`config.mk`:
```
export PLATFORM = sky130hd
export DESIGN_NAME = group_var_map
export DESIGN_NICKNAME = d
export VERILOG_FILES = /design/src/core/group_map_pkg.sv /design/src/core/input_filter.sv /design/src/core/pwm_channel.sv /design/src/core/group_var_map.sv
export SDC_FILE = /design/constraint.sdc
export NUM_CORES = 2
export LEC_CHECK = 0
export ABC_AREA = 0
export ABC_CLOCK_PERIOD_IN_PS = 3300
export BUFFER_PORTS_ARGS = -buffer_cell sky130_fd_sc_hd__buf_2
export CORE_AREA = 2 2 298 300
export CTS_CLUSTER_SIZE = 8
export DETAILED_ROUTE_END_ITERATION = 12
export DIE_AREA = 0 0 300 302
export PLACE_DENSITY = 0.59
export SETUP_SLACK_MARGIN = 0.05
export SLEW_MARGIN = 10
export SYNTH_ARGS = -nofsm -noshare
export SYNTH_HDL_FRONTEND = slang
export SYNTH_SLANG_ARGS = --single-unit
```
`constraint.sdc`:
```
create_clock -name pclk -period 3.3 [get_ports pclk]
set_input_delay 0.165 -clock pclk [delete_from_list [all_inputs] [get_ports pclk]]
set_output_delay 0.165 -clock pclk [all_outputs]
set_load 0.02 [all_outputs]
```
`src/core/group_map_pkg.sv`:
```
// Constants, offsets and types shared by the group variable map design.
// ============================================================
// Operation
// Answer unit equal to own group number
// Unit 0 shows all, offset 100*(group-1)
// Read-only read, write-class written by master
// Read-write values may change by themselves
// Input filter counts in 100 us steps
// Watchdog period counts in milliseconds
// Read-only flag shows watchdog caused restart
// Writing clear variable drops watchdog flag
// Pulse width gives high counts per cycle
// Per-input edge counter, readable and presettable
// Write-only direct switch enable, invert, flip
// Read-only count of unsent transmit bytes
// Output state read-write, input level read-only
// Preset store write saves current settings
// Only group I/O variables are mapped
// Reboot write restarts and loads presets
// One-wire disable defaults false, true disables
// Write-only current input selection
// Read-only firmware, board revision, serial number
// Writes to read-only variables change nothing
package group_map_pkg;
  // ============================================================
  // Sizes and timing
  localparam int NUM_IO = 4;
  localparam int DW = 16;
  localparam int CLK_MHZ = 20;
  localparam int FILTER_STEP_US = 100;
  localparam int FILTER_STEP_CYC = FILTER_STEP_US * CLK_MHZ;
  localparam int WD_STEP_MS = 1;
  localparam int WD_STEP_CYC_DEF = WD_STEP_MS * 1000 * CLK_MHZ;
  // ============================================================
  // Address fields: unit in bits 13:12, register number in 11:2
  localparam int UNIT_LSB = 12;
  localparam int UNIT_W = 2;
  localparam int REG_LSB = 2;
  localparam int REG_W = 10;
  localparam int UNIT_SHIFT = 100;
  localparam logic [1:0] AGG_UNIT = 2'h0;
  // ============================================================
  // Register numbers
  localparam logic [9:0] IDX_OUT = 10'h000;
  localparam logic [9:0] IDX_IN = 10'h001;
  localparam logic [9:0] IDX_DEBOUNCE = 10'h002;
  localparam logic [9:0] IDX_CYCLE = 10'h003;
  localparam logic [9:0] IDX_PRESCALE = 10'h004;
  localparam logic [9:0] IDX_PWM0 = 10'h005;
  localparam logic [9:0] IDX_CNT0 = 10'h009;
  localparam logic [9:0] IDX_DS_ON = 10'h00D;
  localparam logic [9:0] IDX_DS_INV = 10'h00E;
  localparam logic [9:0] IDX_DS_FLIP = 10'h00F;
  localparam logic [9:0] IDX_CUR_SEL = 10'h010;
  localparam logic [9:0] IDX_WD_ON = 10'h011;
  localparam logic [9:0] IDX_WD_PERIOD = 10'h012;
  localparam logic [9:0] IDX_WD_FLAG = 10'h013;
  localparam logic [9:0] IDX_WD_CLEAR = 10'h014;
  localparam logic [9:0] IDX_TXQ = 10'h015;
  localparam logic [9:0] IDX_PRESET = 10'h016;
  localparam logic [9:0] IDX_OW_DIS = 10'h017;
  localparam logic [9:0] IDX_FW = 10'h018;
  localparam logic [9:0] IDX_BREV = 10'h019;
  localparam logic [9:0] IDX_SER_LO = 10'h01A;
  localparam logic [9:0] IDX_SER_HI = 10'h01B;
  localparam logic [9:0] IDX_REBOOT = 10'h01C;
  localparam logic [9:0] IDX_COUNT = 10'h01D;
  // ============================================================
  // Reset values
  localparam logic [15:0] RST_DEBOUNCE = 16'h0000;
  localparam logic [15:0] RST_CYCLE = 16'h0064;
  localparam logic [15:0] RST_PRESCALE = 16'h0000;
  localparam logic [15:0] RST_WD_PERIOD = 16'h03E8;
  // ============================================================
  // Restart sequencer, one bit changes per step except HOLD to RUN
  typedef enum logic [1:0] {
    ST_RUN = 2'b00,
    ST_LOAD = 2'b01,
    ST_HOLD = 2'b11
  } restart_state_t;
endpackage

```
`src/core/input_filter.sv`:
```
// One digital input: step filter, rising-edge pulse and edge counter.
`timescale 1ns/1ps
module input_filter (
  // Clock and reset
  input wire logic pclk,
  input wire logic presetn,
  // Settings and input
  input wire logic step,
  input wire logic [15:0] debounce,
  input wire logic raw,
  // Counter preset
  input wire logic cnt_wr,
  input wire logic [15:0] cnt_wdata,
  // Results
  output logic level,
  output logic rise,
  output logic [15:0] count
);
  logic [15:0] timer_r;
  logic settle;

  // A change is taken only once the input held the new value for the whole span
  assign settle = (raw != level) && (timer_r >= debounce);

  // ============================================================
  // Filter
  always_ff @(posedge pclk or negedge presetn) begin
    if (!presetn) begin
      timer_r <= 16'h0000;
      level <= 1'b0;
      rise <= 1'b0;
    end else begin
      rise <= settle && raw;
      if (raw == level) begin
        timer_r <= 16'h0000;
      end else if (settle) begin
        level <= raw;
        timer_r <= 16'h0000;
      end else if (step) begin
        timer_r <= timer_r + 16'h0001;
      end
    end
  end

  // ============================================================
  // Counter; a preset that meets an edge keeps the edge, wraps at the top
  always_ff @(posedge pclk or negedge presetn) begin
    if (!presetn) begin
      count <= 16'h0000;
    end else if (cnt_wr) begin
      count <= rise ? cnt_wdata + 16'h0001 : cnt_wdata;
    end else if (rise) begin
      count <= count + 16'h0001;
    end
  end
endmodule // input_filter

```
`src/core/pwm_channel.sv`:
```
// One pulse-width channel with its own prescaler and phase counter.
`timescale 1ns/1ps
module pwm_channel (
  // Clock and reset
  input wire logic pclk,
  input wire logic presetn,
  input wire logic restart,
  // Settings
  input wire logic [15:0] prescale,
  input wire logic [15:0] cycle,
  input wire logic [15:0] width,
  // Result
  output logic pwm_high
);
  logic [15:0] pre_r;
  logic [15:0] phase_r;

  // ============================================================
  // Phase runs 0..cycle, one step per prescale+1 clocks
  always_ff @(posedge pclk or negedge presetn) begin
    if (!presetn) begin
      pre_r <= 16'h0000;
      phase_r <= 16'h0000;
      pwm_high <= 1'b0;
    end else if (restart) begin
      pre_r <= 16'h0000;
      phase_r <= 16'h0000;
      pwm_high <= 1'b0;
    end else begin
      pwm_high <= phase_r < width;
      if (pre_r >= prescale) begin
        pre_r <= 16'h0000;
        phase_r <= (phase_r >= cycle) ? 16'h0000 : phase_r + 16'h0001;
      end else begin
        pre_r <= pre_r + 16'h0001;
      end
    end
  end
endmodule // pwm_channel

```
`src/core/group_var_map.sv`:
```
// One I/O group's variable map behind an APB slave, with unit decoding.
`timescale 1ns/1ps
module group_var_map #(
  parameter logic [1:0] GROUP_NUM = 2'h1,
  parameter int WD_STEP_CYC = group_map_pkg::WD_STEP_CYC_DEF,
  parameter logic [15:0] FW_VERSION = 16'h0100, // Arbitrary value
  parameter logic [15:0] BOARD_REV = 16'h0011, // Arbitrary value
  parameter logic [31:0] BOARD_SERIAL = 32'h00000001 // Arbitrary value
) (
  // Clock and reset
  input wire logic pclk,
  input wire logic presetn,
  // APB slave
  input wire logic psel,
  input wire logic penable,
  input wire logic pwrite,
  input wire logic [15:0] paddr,
  input wire logic [31:0] pwdata,
  output logic [31:0] prdata,
  output logic pready,
  output logic pslverr,
  // Group pins
  input wire logic [group_map_pkg::NUM_IO-1:0] input_pins,
  input wire logic [15:0] tx_pending_bytes,
  output logic [group_map_pkg::NUM_IO-1:0] output_drive,
  output logic current_input_select,
  output logic onewire_disable,
  output logic group_restart
);
  import group_map_pkg::*;

  localparam logic [9:0] GROUP_BASE = 10'(UNIT_SHIFT * (int'(GROUP_NUM) - 1));
  localparam logic [9:0] GROUP_TOP = 10'(UNIT_SHIFT * int'(GROUP_NUM));

  // Returns {hit, local register number}; only group I/O variables exist
  function automatic logic [10:0] decode(input logic [15:0] a);
    logic [1:0] unit;
    logic [9:0] num;
    logic [10:0] r;
    unit = a[UNIT_LSB +: UNIT_W];
    num = a[REG_LSB +: REG_W];
    r = 11'h000;
    if (unit == GROUP_NUM) begin
      r = {1'b1, num};
    end else if (unit == AGG_UNIT && num >= GROUP_BASE && num < GROUP_TOP) begin
      r = {1'b1, num - GROUP_BASE};
    end
    if (r[9:0] >= IDX_COUNT) begin
      r = 11'h000;
    end
    return r;
  endfunction

  logic [10:0] dec_acc;
  logic [10:0] dec_set;
  logic [9:0] wr_idx;
  logic [15:0] wdata;
  logic access;
  logic wr_en;
  logic [15:0] rd_val;
  logic [3:0] do_r;
  logic [3:0] do_nxt;
  logic [15:0] pwm_width_r [NUM_IO];
  logic [15:0] cycle_r;
  logic [15:0] prescale_r;
  logic [15:0] debounce_r;
  logic [3:0] ds_on_r;
  logic [3:0] ds_inv_r;
  logic [3:0] ds_flip_r;
  logic wd_on_r;
  logic [15:0] wd_period_r;
  logic wd_flag_r;
  logic [3:0] pre_do_r;
  logic [15:0] pre_width_r [NUM_IO];
  logic [15:0] pre_cycle_r;
  logic [15:0] pre_prescale_r;
  logic [15:0] pre_debounce_r;
  logic [3:0] pre_ds_on_r;
  logic [3:0] pre_ds_inv_r;
  logic [3:0] pre_ds_flip_r;
  logic pre_cur_r;
  logic [11:0] filt_div_r;
  logic filt_tick;
  logic [31:0] wd_div_r;
  logic wd_tick;
  logic [15:0] wd_ms_r;
  logic wd_fire;
  logic reboot_req;
  restart_state_t st_r;
  logic restart_load;
  logic [3:0] level;
  logic [3:0] rise;
  logic [3:0] pwm_hi;
  logic [15:0] count [NUM_IO];
  logic [3:0] cnt_wr;

  // ============================================================
  // APB: no wait state; read data and answer come from flops latched in the setup cycle
  assign dec_set = decode(paddr);
  assign dec_acc = decode(paddr);
  assign wr_idx = dec_acc[9:0];
  assign wdata = pwdata[15:0];
  assign access = psel && penable && pready && dec_acc[10];
  assign wr_en = access && pwrite;
  assign restart_load = (st_r == ST_LOAD);

  // Read view; write-class variables read as zero
  always_comb begin
    rd_val = 16'h0000;
    case (dec_set[9:0])
      IDX_OUT: rd_val = {12'h000, do_r};
      IDX_IN: rd_val = {12'h000, level};
      IDX_WD_FLAG: rd_val = {15'h0000, wd_flag_r};
      IDX_TXQ: rd_val = tx_pending_bytes;
      IDX_FW: rd_val = FW_VERSION;
      IDX_BREV: rd_val = BOARD_REV;
      IDX_SER_LO: rd_val = BOARD_SERIAL[15:0];
      IDX_SER_HI: rd_val = BOARD_SERIAL[31:16];
      default: rd_val = 16'h0000;
    endcase
    for (int i = 0; i < NUM_IO; i++) begin
      if (dec_set[9:0] == 10'(int'(IDX_CNT0) + i)) begin
        rd_val = count[i];
      end
    end
  end

  // Answer latched in the setup cycle, ready for the access cycle
  always_ff @(posedge pclk or negedge presetn) begin
    if (!presetn) begin
      pready <= 1'b0;
      pslverr <= 1'b0;
      prdata <= 32'h00000000;
    end else begin
      pready <= psel && !penable;
      pslverr <= psel && !penable && !dec_set[10];
      if (psel && !penable && !pwrite) begin
        prdata <= {16'h0000, rd_val};
      end
    end
  end

  // ============================================================
  // Settings written by the master; a restart reloads the presets
  always_ff @(posedge pclk or negedge presetn) begin
    if (!presetn) begin
      cycle_r <= RST_CYCLE;
      prescale_r <= RST_PRESCALE;
      debounce_r <= RST_DEBOUNCE;
      ds_on_r <= 4'h0;
      ds_inv_r <= 4'h0;
      ds_flip_r <= 4'h0;
      current_input_select <= 1'b0;
      wd_on_r <= 1'b0;
      wd_period_r <= RST_WD_PERIOD;
      onewire_disable <= 1'b0;
      for (int i = 0; i < NUM_IO; i++) begin
        pwm_width_r[i] <= 16'h0000;
      end
    end else if (restart_load) begin
      cycle_r <= pre_cycle_r;
      prescale_r <= pre_prescale_r;
      debounce_r <= pre_debounce_r;
      ds_on_r <= pre_ds_on_r;
      ds_inv_r <= pre_ds_inv_r;
      ds_flip_r <= pre_ds_flip_r;
      current_input_select <= pre_cur_r;
      onewire_disable <= 1'b0;
      for (int i = 0; i < NUM_IO; i++) begin
        pwm_width_r[i] <= pre_width_r[i];
      end
    end else if (wr_en) begin
      // Read-only numbers fall to the default branch and change nothing
      case (wr_idx)
        IDX_DEBOUNCE: debounce_r <= wdata;
        IDX_CYCLE: cycle_r <= wdata;
        IDX_PRESCALE: prescale_r <= wdata;
        IDX_DS_ON: ds_on_r <= wdata[3:0];
        IDX_DS_INV: ds_inv_r <= wdata[3:0];
        IDX_DS_FLIP: ds_flip_r <= wdata[3:0];
        IDX_CUR_SEL: current_input_select <= wdata[0];
        IDX_WD_ON: wd_on_r <= wdata[0];
        IDX_WD_PERIOD: wd_period_r <= wdata;
        IDX_OW_DIS: onewire_disable <= wdata[0];
        default: ;
      endcase
      for (int i = 0; i < NUM_IO; i++) begin
        if (wr_idx == 10'(int'(IDX_PWM0) + i)) begin
          pwm_width_r[i] <= wdata;
        end
      end
    end
  end

  // Output state: master write, then direct switch on enabled inputs
  always_comb begin
    do_nxt = do_r;
    if (wr_en && wr_idx == IDX_OUT) begin
      do_nxt = wdata[3:0];
    end
    for (int i = 0; i < NUM_IO; i++) begin
      if (ds_on_r[i] && ds_flip_r[i]) begin
        do_nxt[i] = rise[i] ? !do_r[i] : do_nxt[i];
      end else if (ds_on_r[i]) begin
        do_nxt[i] = level[i] ^ ds_inv_r[i];
      end
    end
  end

  always_ff @(posedge pclk or negedge presetn) begin
    if (!presetn) begin
      do_r <= 4'h0;
    end else begin
      do_r <= restart_load ? pre_do_r : do_nxt;
    end
  end

  // ============================================================
  // Preset store: snapshot of the settings reloaded on every restart
  always_ff @(posedge pclk or negedge presetn) begin
    if (!presetn) begin
      pre_do_r <= 4'h0;
      pre_cycle_r <= RST_CYCLE;
      pre_prescale_r <= RST_PRESCALE;
      pre_debounce_r <= RST_DEBOUNCE;
      pre_ds_on_r <= 4'h0;
      pre_ds_inv_r <= 4'h0;
      pre_ds_flip_r <= 4'h0;
      pre_cur_r <= 1'b0;
      for (int i = 0; i < NUM_IO; i++) begin
        pre_width_r[i] <= 16'h0000;
      end
    end else if (wr_en && wr_idx == IDX_PRESET && wdata[0]) begin
      pre_do_r <= do_r;
      pre_cycle_r <= cycle_r;
      pre_prescale_r <= prescale_r;
      pre_debounce_r <= debounce_r;
      pre_ds_on_r <= ds_on_r;
      pre_ds_inv_r <= ds_inv_r;
      pre_ds_flip_r <= ds_flip_r;
      pre_cur_r <= current_input_select;
      for (int i = 0; i < NUM_IO; i++) begin
        pre_width_r[i] <= pwm_width_r[i];
      end
    end
  end

  // ============================================================
  // Time bases: 100 us filter step and 1 ms watchdog step
  assign filt_tick = (filt_div_r == 12'(FILTER_STEP_CYC - 1));
  assign wd_tick = (wd_div_r == 32'(WD_STEP_CYC - 1));

  always_ff @(posedge pclk or negedge presetn) begin
    if (!presetn) begin
      filt_div_r <= 12'h000;
      wd_div_r <= 32'h00000000;
    end else begin
      filt_div_r <= filt_tick ? 12'h000 : filt_div_r + 12'h001;
      wd_div_r <= wd_tick ? 32'h00000000 : wd_div_r + 32'h00000001;
    end
  end

  // ============================================================
  // Watchdog: any mapped access counts as master traffic
  assign wd_fire = wd_on_r && (wd_period_r != 16'h0000) && (wd_ms_r >= wd_period_r) && (st_r == ST_RUN);
  assign reboot_req = wr_en && wr_idx == IDX_REBOOT && wdata[0];

  always_ff @(posedge pclk or negedge presetn) begin
    if (!presetn) begin
      wd_ms_r <= 16'h0000;
    end else if (!wd_on_r || access || st_r != ST_RUN) begin
      wd_ms_r <= 16'h0000;
    end else if (wd_tick && wd_ms_r != 16'hFFFF) begin
      wd_ms_r <= wd_ms_r + 16'h0001;
    end
  end

  // Flag: a firing watchdog wins over a clear in the same cycle
  always_ff @(posedge pclk or negedge presetn) begin
    if (!presetn) begin
      wd_flag_r <= 1'b0;
    end else if (wd_fire) begin
      wd_flag_r <= 1'b1;
    end else if (wr_en && wr_idx == IDX_WD_CLEAR && wdata[0]) begin
      wd_flag_r <= 1'b0;
    end
  end

  // Restart sequencer: load presets, then hold restart one more cycle
  always_ff @(posedge pclk or negedge presetn) begin
    if (!presetn) begin
      st_r <= ST_RUN;
      group_restart <= 1'b0;
    end else begin
      group_restart <= restart_load;
      case (st_r)
        ST_RUN: st_r <= (wd_fire || reboot_req) ? ST_LOAD : ST_RUN;
        ST_LOAD: st_r <= ST_HOLD;
        ST_HOLD: st_r <= ST_RUN;
        default: st_r <= ST_RUN;
      endcase
    end
  end

  // ============================================================
  // Per-channel inputs and outputs
  genvar g;
  generate
    for (g = 0; g < NUM_IO; g++) begin : g_io
      assign cnt_wr[g] = wr_en && (wr_idx == 10'(int'(IDX_CNT0) + g));
      input_filter u_in (
        .pclk(pclk),
        .presetn(presetn),
        .step(filt_tick),
        .debounce(debounce_r),
        .raw(input_pins[g]),
        .cnt_wr(cnt_wr[g]),
        .cnt_wdata(wdata),
        .level(level[g]),
        .rise(rise[g]),
        .count(count[g])
      );
      pwm_channel u_pwm (
        .pclk(pclk),
        .presetn(presetn),
        .restart(restart_load),
        .prescale(prescale_r),
        .cycle(cycle_r),
        .width(pwm_width_r[g]),
        .pwm_high(pwm_hi[g])
      );
      // Output on ignores the pulse width
      always_ff @(posedge pclk or negedge presetn) begin
        if (!presetn) begin
          output_drive[g] <= 1'b0;
        end else begin
          output_drive[g] <= do_r[g] || (pwm_width_r[g] != 16'h0000 && pwm_hi[g]);
        end
      end
    end
  endgenerate

  // ============================================================
  // Checks
  logic [11:0] gap_r;
  always_ff @(posedge pclk or negedge presetn) begin
    if (!presetn) begin
      gap_r <= 12'h000;
    end else begin
      gap_r <= filt_tick ? 12'h000 : gap_r + 12'h001;
    end
  end

  property p_unit_own;
    @(posedge pclk) disable iff (!presetn)
    psel && !penable && paddr[13:12] == GROUP_NUM && paddr[11:2] == IDX_OUT && !pwrite
    |=> pready && !pslverr && prdata[3:0] == $past(do_r);
  endproperty
  a_unit_own: assert property (p_unit_own) else $error("own unit read wrong");

  property p_unit_agg;
    @(posedge pclk) disable iff (!presetn)
    psel && !penable && paddr[13:12] == AGG_UNIT && paddr[11:2] == GROUP_BASE + IDX_IN && !pwrite
    |=> pready && !pslverr && prdata[3:0] == $past(level);
  endproperty
  a_unit_agg: assert property (p_unit_agg) else $error("unit 0 shifted read wrong");

  property p_unmapped;
    @(posedge pclk) disable iff (!presetn)
    psel && !penable && paddr[11:2] >= IDX_COUNT && paddr[13:12] == GROUP_NUM |=> pslverr;
  endproperty
  a_unmapped: assert property (p_unmapped) else $error("unmapped number answered");

  property p_ro_write;
    @(posedge pclk) disable iff (!presetn)
    wr_en && wr_idx == IDX_WD_FLAG && !wd_fire |=> $stable(wd_flag_r) && $stable(wd_period_r);
  endproperty
  a_ro_write: assert property (p_ro_write) else $error("read-only write changed state");

  property p_filter_step;
    @(posedge pclk) disable iff (!presetn)
    filt_tick && $past(filt_tick) == 1'b0 && gap_r != 12'h000 |-> gap_r == 12'(FILTER_STEP_CYC - 1);
  endproperty
  a_filter_step: assert property (p_filter_step) else $error("filter step not 100 us");

  property p_wd_fire;
    @(posedge pclk) disable iff (!presetn)
    wd_fire |=> wd_flag_r && st_r == ST_LOAD ##1 group_restart && st_r == ST_HOLD ##1 st_r == ST_RUN;
  endproperty
  a_wd_fire: assert property (p_wd_fire) else $error("watchdog restart sequence wrong");

  property p_wd_clear;
    @(posedge pclk) disable iff (!presetn)
    wr_en && wr_idx == IDX_WD_CLEAR && wdata[0] && !wd_fire |=> !wd_flag_r;
  endproperty
  a_wd_clear: assert property (p_wd_clear) else $error("watchdog flag not cleared");

  property p_cnt_preset;
    @(posedge pclk) disable iff (!presetn)
    cnt_wr[0] && !rise[0] |=> count[0] == $past(wdata);
  endproperty
  a_cnt_preset: assert property (p_cnt_preset) else $error("counter preset lost");

  property p_ds_follow;
    @(posedge pclk) disable iff (!presetn)
    ds_on_r[0] && !ds_flip_r[0] && !restart_load |=> do_r[0] == $past(level[0] ^ ds_inv_r[0]) ##1
    output_drive[0] == ($past(do_r[0]) || ($past(pwm_width_r[0]) != 16'h0000 && $past(pwm_hi[0])));
  endproperty
  a_ds_follow: assert property (p_ds_follow) else $error("direct switch not followed");

  property p_preset_reload;
    @(posedge pclk) disable iff (!presetn)
    restart_load |=> do_r == $past(pre_do_r) && cycle_r == $past(pre_cycle_r) && !onewire_disable;
  endproperty
  a_preset_reload: assert property (p_preset_reload) else $error("presets not reloaded");
endmodule // group_var_map

```
Word-level counts from Yosys, hierarchy flattened --
Cells that the tools add are included.
Word-level totals: word-level logic and storage cells 374, output and inout port bits 41, bits of input ports 73, register bits 630
Cells by class: add/subtract/negate cells 20, reduce and logical (&&, ||, !) cells 109, eq/ne operators 40, multiplexer cells 108, $lt $le $gt $ge 20, bitwise logic cells 9
Operators by type and width (number):
- $mux W16 | 63
- $add A16 B1 Y16 const B | 18
- $ge A16 B16 Y1 | 13
- $mux W64 | 2
- $eq A10 B5 Y1 const B | 12
- $pmux W16 S7 | 1
- $eq A10 B4 Y1 const B | 8
- $reduce_bool A16 Y1 | 5
- $lt A16 B16 Y1 | 4
- $reduce_bool A2 Y1 | 24
- $mux W4 | 11
- $eq A10 B3 Y1 const B | 4
- $logic_and A1 B1 Y1 | 40
- $mux W11 | 3
- $add A32 B1 Y32 const B | 1
- $eq A32 B15 Y1 const B | 1
- $mux W32 | 1
- $reduce_and A2 Y1 | 16
- $mux W1 | 25
- $eq A10 B2 Y1 const B | 2
- $ne A16 B16 Y1 const B | 1
- $add A12 B1 Y12 const B | 1
- $eq A12 B11 Y1 const B | 1
- $mux W12 | 1
- other kinds (16) | 48

Depth between registers and ports, before layout --
word-level depth 14, depth in mapped cells 11, mapped depth without buffers 9

By module --
From an unflattened synthesis, not the netlist that was laid out.
Second synthesis, totals: cell total of the unflattened synthesis 3875, area, all modules 38195.4 um^2
Modules (own cells, without submodules):
- group_var_map | area each 17697.0 um^2, seq. area each 9048.7 um^2, instances 1, cells an instance 1562
- input_filter | area each 2328.5 um^2, seq. area each 850.8 um^2, instances 4, cells an instance 253
- pwm_channel at g_io[0].u_pwm ... | area each 2791.4 um^2, seq. area each 825.8 um^2, instances 3, cells an instance 324
- pwm_channel at g_io[3].u_pwm | area each 2810.2 um^2, seq. area each 825.8 um^2, instances 1, cells an instance 329

Worst setup path after synthesis --
No wires, ideal clock.
kind reg2reg, start register prescale_r[12], end register g_io[2].u_pwm.phase_r[14], setup time 0.066 ns, cell stages (with the launch flop) 9, slack 0.801 ns, buffers on the path 1, arrival time 2.432 ns, clock period less this slack 2.499 ns, required time 3.234 ns, cell sequence dfrtp_1 -> inv_1 -> ha_1 -> nand4_1 -> or4_1 -> o21ai_0 -> nor2b_1 -> clkbuf_1 -> a22o_1
Between the ends: cells in the longest elaborated chain, start to end 2
RTL lines:
- from (decl) | line group_var_map.sv:65 | logic [15:0] prescale_r;
- from (signal assigned) | line group_var_map.sv:162 | prescale_r <= pre_prescale_r;
- from (signal assigned) | line group_var_map.sv:177 | IDX_PRESCALE: prescale_r <= wdata;
- $ge A16 B16 Y1 | line pwm_channel.sv:31 | if (pre_r >= prescale) begin
- $reduce_bool A2 Y1 (no line)
- to (signal assigned) | line pwm_channel.sv:33 | phase_r <= (phase_r >= cycle) ? 16'h0000 : phase_r + 16'h0001;
- to (decl) | line pwm_channel.sv:16 | logic [15:0] phase_r;
Every way passes these cells. A chain may end at the register's enable or synchronous reset.

Worst setup path after layout --
start register prescale_r[12], end register g_io[2].u_pwm.phase_r[6]
Same word-level chain as after synthesis.

==> out/metrics.yaml <==
root_buffer: "clkbuf_16"
syn_area_sq_um: 36500
finalSetupViolCount: 0
fin_tns_setup_ns: 0
grt_setup_unrepaired: "no"
fp-row-count: 109
routed_wl_um: 101000
worst_r2r_path_depth: 7
leakagePower_nw: 18.4
drive_gt1_frac: 0.0888
routed.top_layer: "met5"
place_ws_ns: -0.0171
dpl.hpwl_um: 70600
r2r-start: "prescale_r[12]"
drtIter0Drc: 2046
r2r-end: "g_io[2].u_pwm.phase_r[6]"
drv_cap: 0
ant_nets: 0
synth_compound_area_frac: 0.134
final_nets: 4409
grt-ovfl-total: 0
synth_cells: 3888
crit_required_ns: 3.88
wl_met1_um: 47200
place_area_sq_um: 38600
final_util: 0.473
min_path_type: "input port to asynchronous set/reset pin"
cts_sinks: 629
final_cell_area_sq_um: 41400
remaining_drc_errors: 0
synth_flop_cell: "dfrtp_1"
synth-xor-area-share: 0.0617
stdcell_count: 5256
yosys-top-cells-area: "dfrtp_1 42%, ha_1 9.9%, nand2_1 5.1%, o21ai_0 3.9%, mux2i_1 3.8%"
critPathKind: "flip-flop to flip-flop"
port_buffers: 77
tightest_slew_ns: 1.11
powerDensity_nw_per_um2: 420
wl_met2_um: 46000
synth_top_area_cell: "dfrtp_1"
fin_skew_ns: 0.0276
boundaryPins: 114
synth.most_common_cell: "dfrtp_1"
hold_ws_ns: 0.0952
wire_per_inst_um: 19.3
grt_max_degree: 108
cp-end-kind: "flip-flop"
yosysSeqAreaShare: 0.432
vias_per_cell: 5.51
synth_area_per_cell_sq_um: 9.38
slew_viol_final: 0
finalPower_mw: 17.4
area_growth_pct: 13.7
ys_types: 77
muxShareOfSynthArea: 0.0536
worst_slack_ns: 0.320
yosys_warnings: 0
status: "finished, final reports clean"
cp_data_arrival_time_ns: 3.56
synth-edff-count: 0
async_flop_share: 1.00
grt_pass1_vias: 27800
synth_top_cell_area_share: 0.424
start_util: 0.416
grt_usage: 0.224
routed-wl-met3_um: 5230
routabilityCongestion: 0.915
cts_tree: "yes"
cts-buffers-inserted: 88
synth-seq-cells: 629
fmaxAchievable_mhz: 336
die_height_um: 302
fillers: 8365
peakVddDrop_mv: 0.346
clk_pin_slew_ns: 0.06
firstDrtPassIters: 6
antenna_found_initial: 6
worst_slew_margin_rel: 0.258
hold_viol: 0
vias: 28900
synthAdderAreaFrac: 0.0988
synthTopCellsByCount: "617 x dfrtp_1, 492 x nand2_1, 296 x nor2_1"
dp_cells: 5091
synth_top_family_by_area: "simple AND/OR/NAND/NOR gates"
die_area_sq_um: 90600
path_max_fanout: 15
fin_crit_sh: 0.903
worstSetupStartpoint: "prescale_r[12]"
cts.path.max_buffers: 3
grt_pass1_wl_um: 160000
r2r_setup_slack_ns: 0.32
min_period_ns: 2.98
htreeDepth: 3
clk_latency_ns: 0.66
critPathLaunchType: "flip-flop"
core-area_sq_um: 87600
synth-simple-area-share: 0.178
die_x_um: 300
how the worst max path moves through the flow:
stage	to	slack, ns	depth (start not counted)
finish	g_io[2].u_pwm.phase_r[6]	0.32	7
floorplan	g_io[2].u_pwm.phase_r[14]	0.80	8
detailed placement	g_io[1].u_pwm.phase_r[2]	-0.02	8
global placement	g_io[1].u_pwm.phase_r[15]	0.11	8
CTS	g_io[1].u_pwm.phase_r[2]	0.18	8
global route	g_io[2].u_pwm.phase_r[13]	0.06	9
critical path, stage by stage (launching register included):
cell,delay (ns)
dfrtp_1,0.36
inv_1,0.10
ha_1,0.31
nand4_1,0.10
or4_1,0.54
o21ai_2,0.34
nor2b_1,0.90
a22o_1,0.25
per-layer routing:
layer  up-vias  global-route usage
met5         -                   0
met4         4              0.0696
met3       187              0.0338
met2       648               0.355
met1     14100               0.316
li1      14000                   -
layout make-up:
| cell class | count | area, sq um | share of cell area |
|---|---|---|---|
| repair buffers | 233 | 1730 | 0.0418 |
| clock buffers | 124 | 2360 | 0.0569 |
| flip-flops and latches | 629 | 15800 | 0.380 |
| multi-input cells | 2917 | 19300 | 0.466 |
| diodes | 3 | 7.51 | 0.000181 |
| well taps | 1165 | 1460 | 0.0352 |
| inverters | 179 | 677 | 0.0163 |
| clock inverters | 6 | 125 | 0.00302 |
state kept, by name, indices dropped and copies added, names as in the netlist, 12 cells and up:
name                cells
pre_debounce_r         16
wd_ms_r                16
prdata                 16
cycle_r                16
debounce_r             16
g_io.u_in.count        64
pre_cycle_r            16
g_io.u_pwm.pre_r       64
filt_div_r             12
wd_period_r            16
wd_div_r               32
pwm_width_r            64
g_io.u_pwm.phase_r     64
pre_prescale_r         16
pre_width_r            64
prescale_r             16
g_io.u_in.timer_r      64
power breakdown:
group / total, mW / switching (mW) / internal, mW
clock network: 8.43 / 3.50 / 4.93
logic: 0.905 / 0.588 / 0.317
registers: 8.05 / 0.196 / 7.85
total: 17.4 / 4.29 / 13.1
cell families (layout without fill, tap and decap cells):
| group | after synthesis | count (layout) |
|---|---|---|
| flip-flops | 629 | 629 |
| buffers and inverters | 357 | 542 |
| AO/OA/AOI/OAI | 794 | 794 |
| other | 1 | 19 |
| XOR/XNOR | 257 | 257 |
| adder cells (fa/ha/maj) | 288 | 288 |
| AND/OR/NAND/NOR | 1375 | 1375 |
| multiplexers | 187 | 187 |
layout by cell type (no fill, tap or decap), types with 20 or more instances in the layout:
cell type	synthesis	final
a211oi_1	35	35
a21o_1	42	42
a21oi_1	95	95
a22o_1	49	49
and3_1	98	98
and4_1	20	20
buf_2	26	76
buf_4	22	117
clkbuf_1	113	35
clkbuf_16	0	89
dfrtp_1	617	617
dlygate4sd3_1	0	32
ha_1	288	288
inv_1	178	177
mux2_1	24	24
mux2_2	21	21
mux2i_1	140	140
nand2_1	492	492
nand2b_1	28	28
nand3_1	141	141
nand4_1	73	73
nor2_1	296	296
nor2b_1	49	49
nor3_1	64	63
nor4_1	40	37
o21ai_0	285	284
o21ai_1	115	115
xnor2_1	112	112
xor2_1	145	145
timing repair:
action,CTS,global route
gates resized for setup,1,1
setup buffers,0,0
hold buffers,32,0
hold endpoints to repair,105,0
setup endpoints to repair,16,15
No activity file was read; power rests on OpenSTA's default activity.
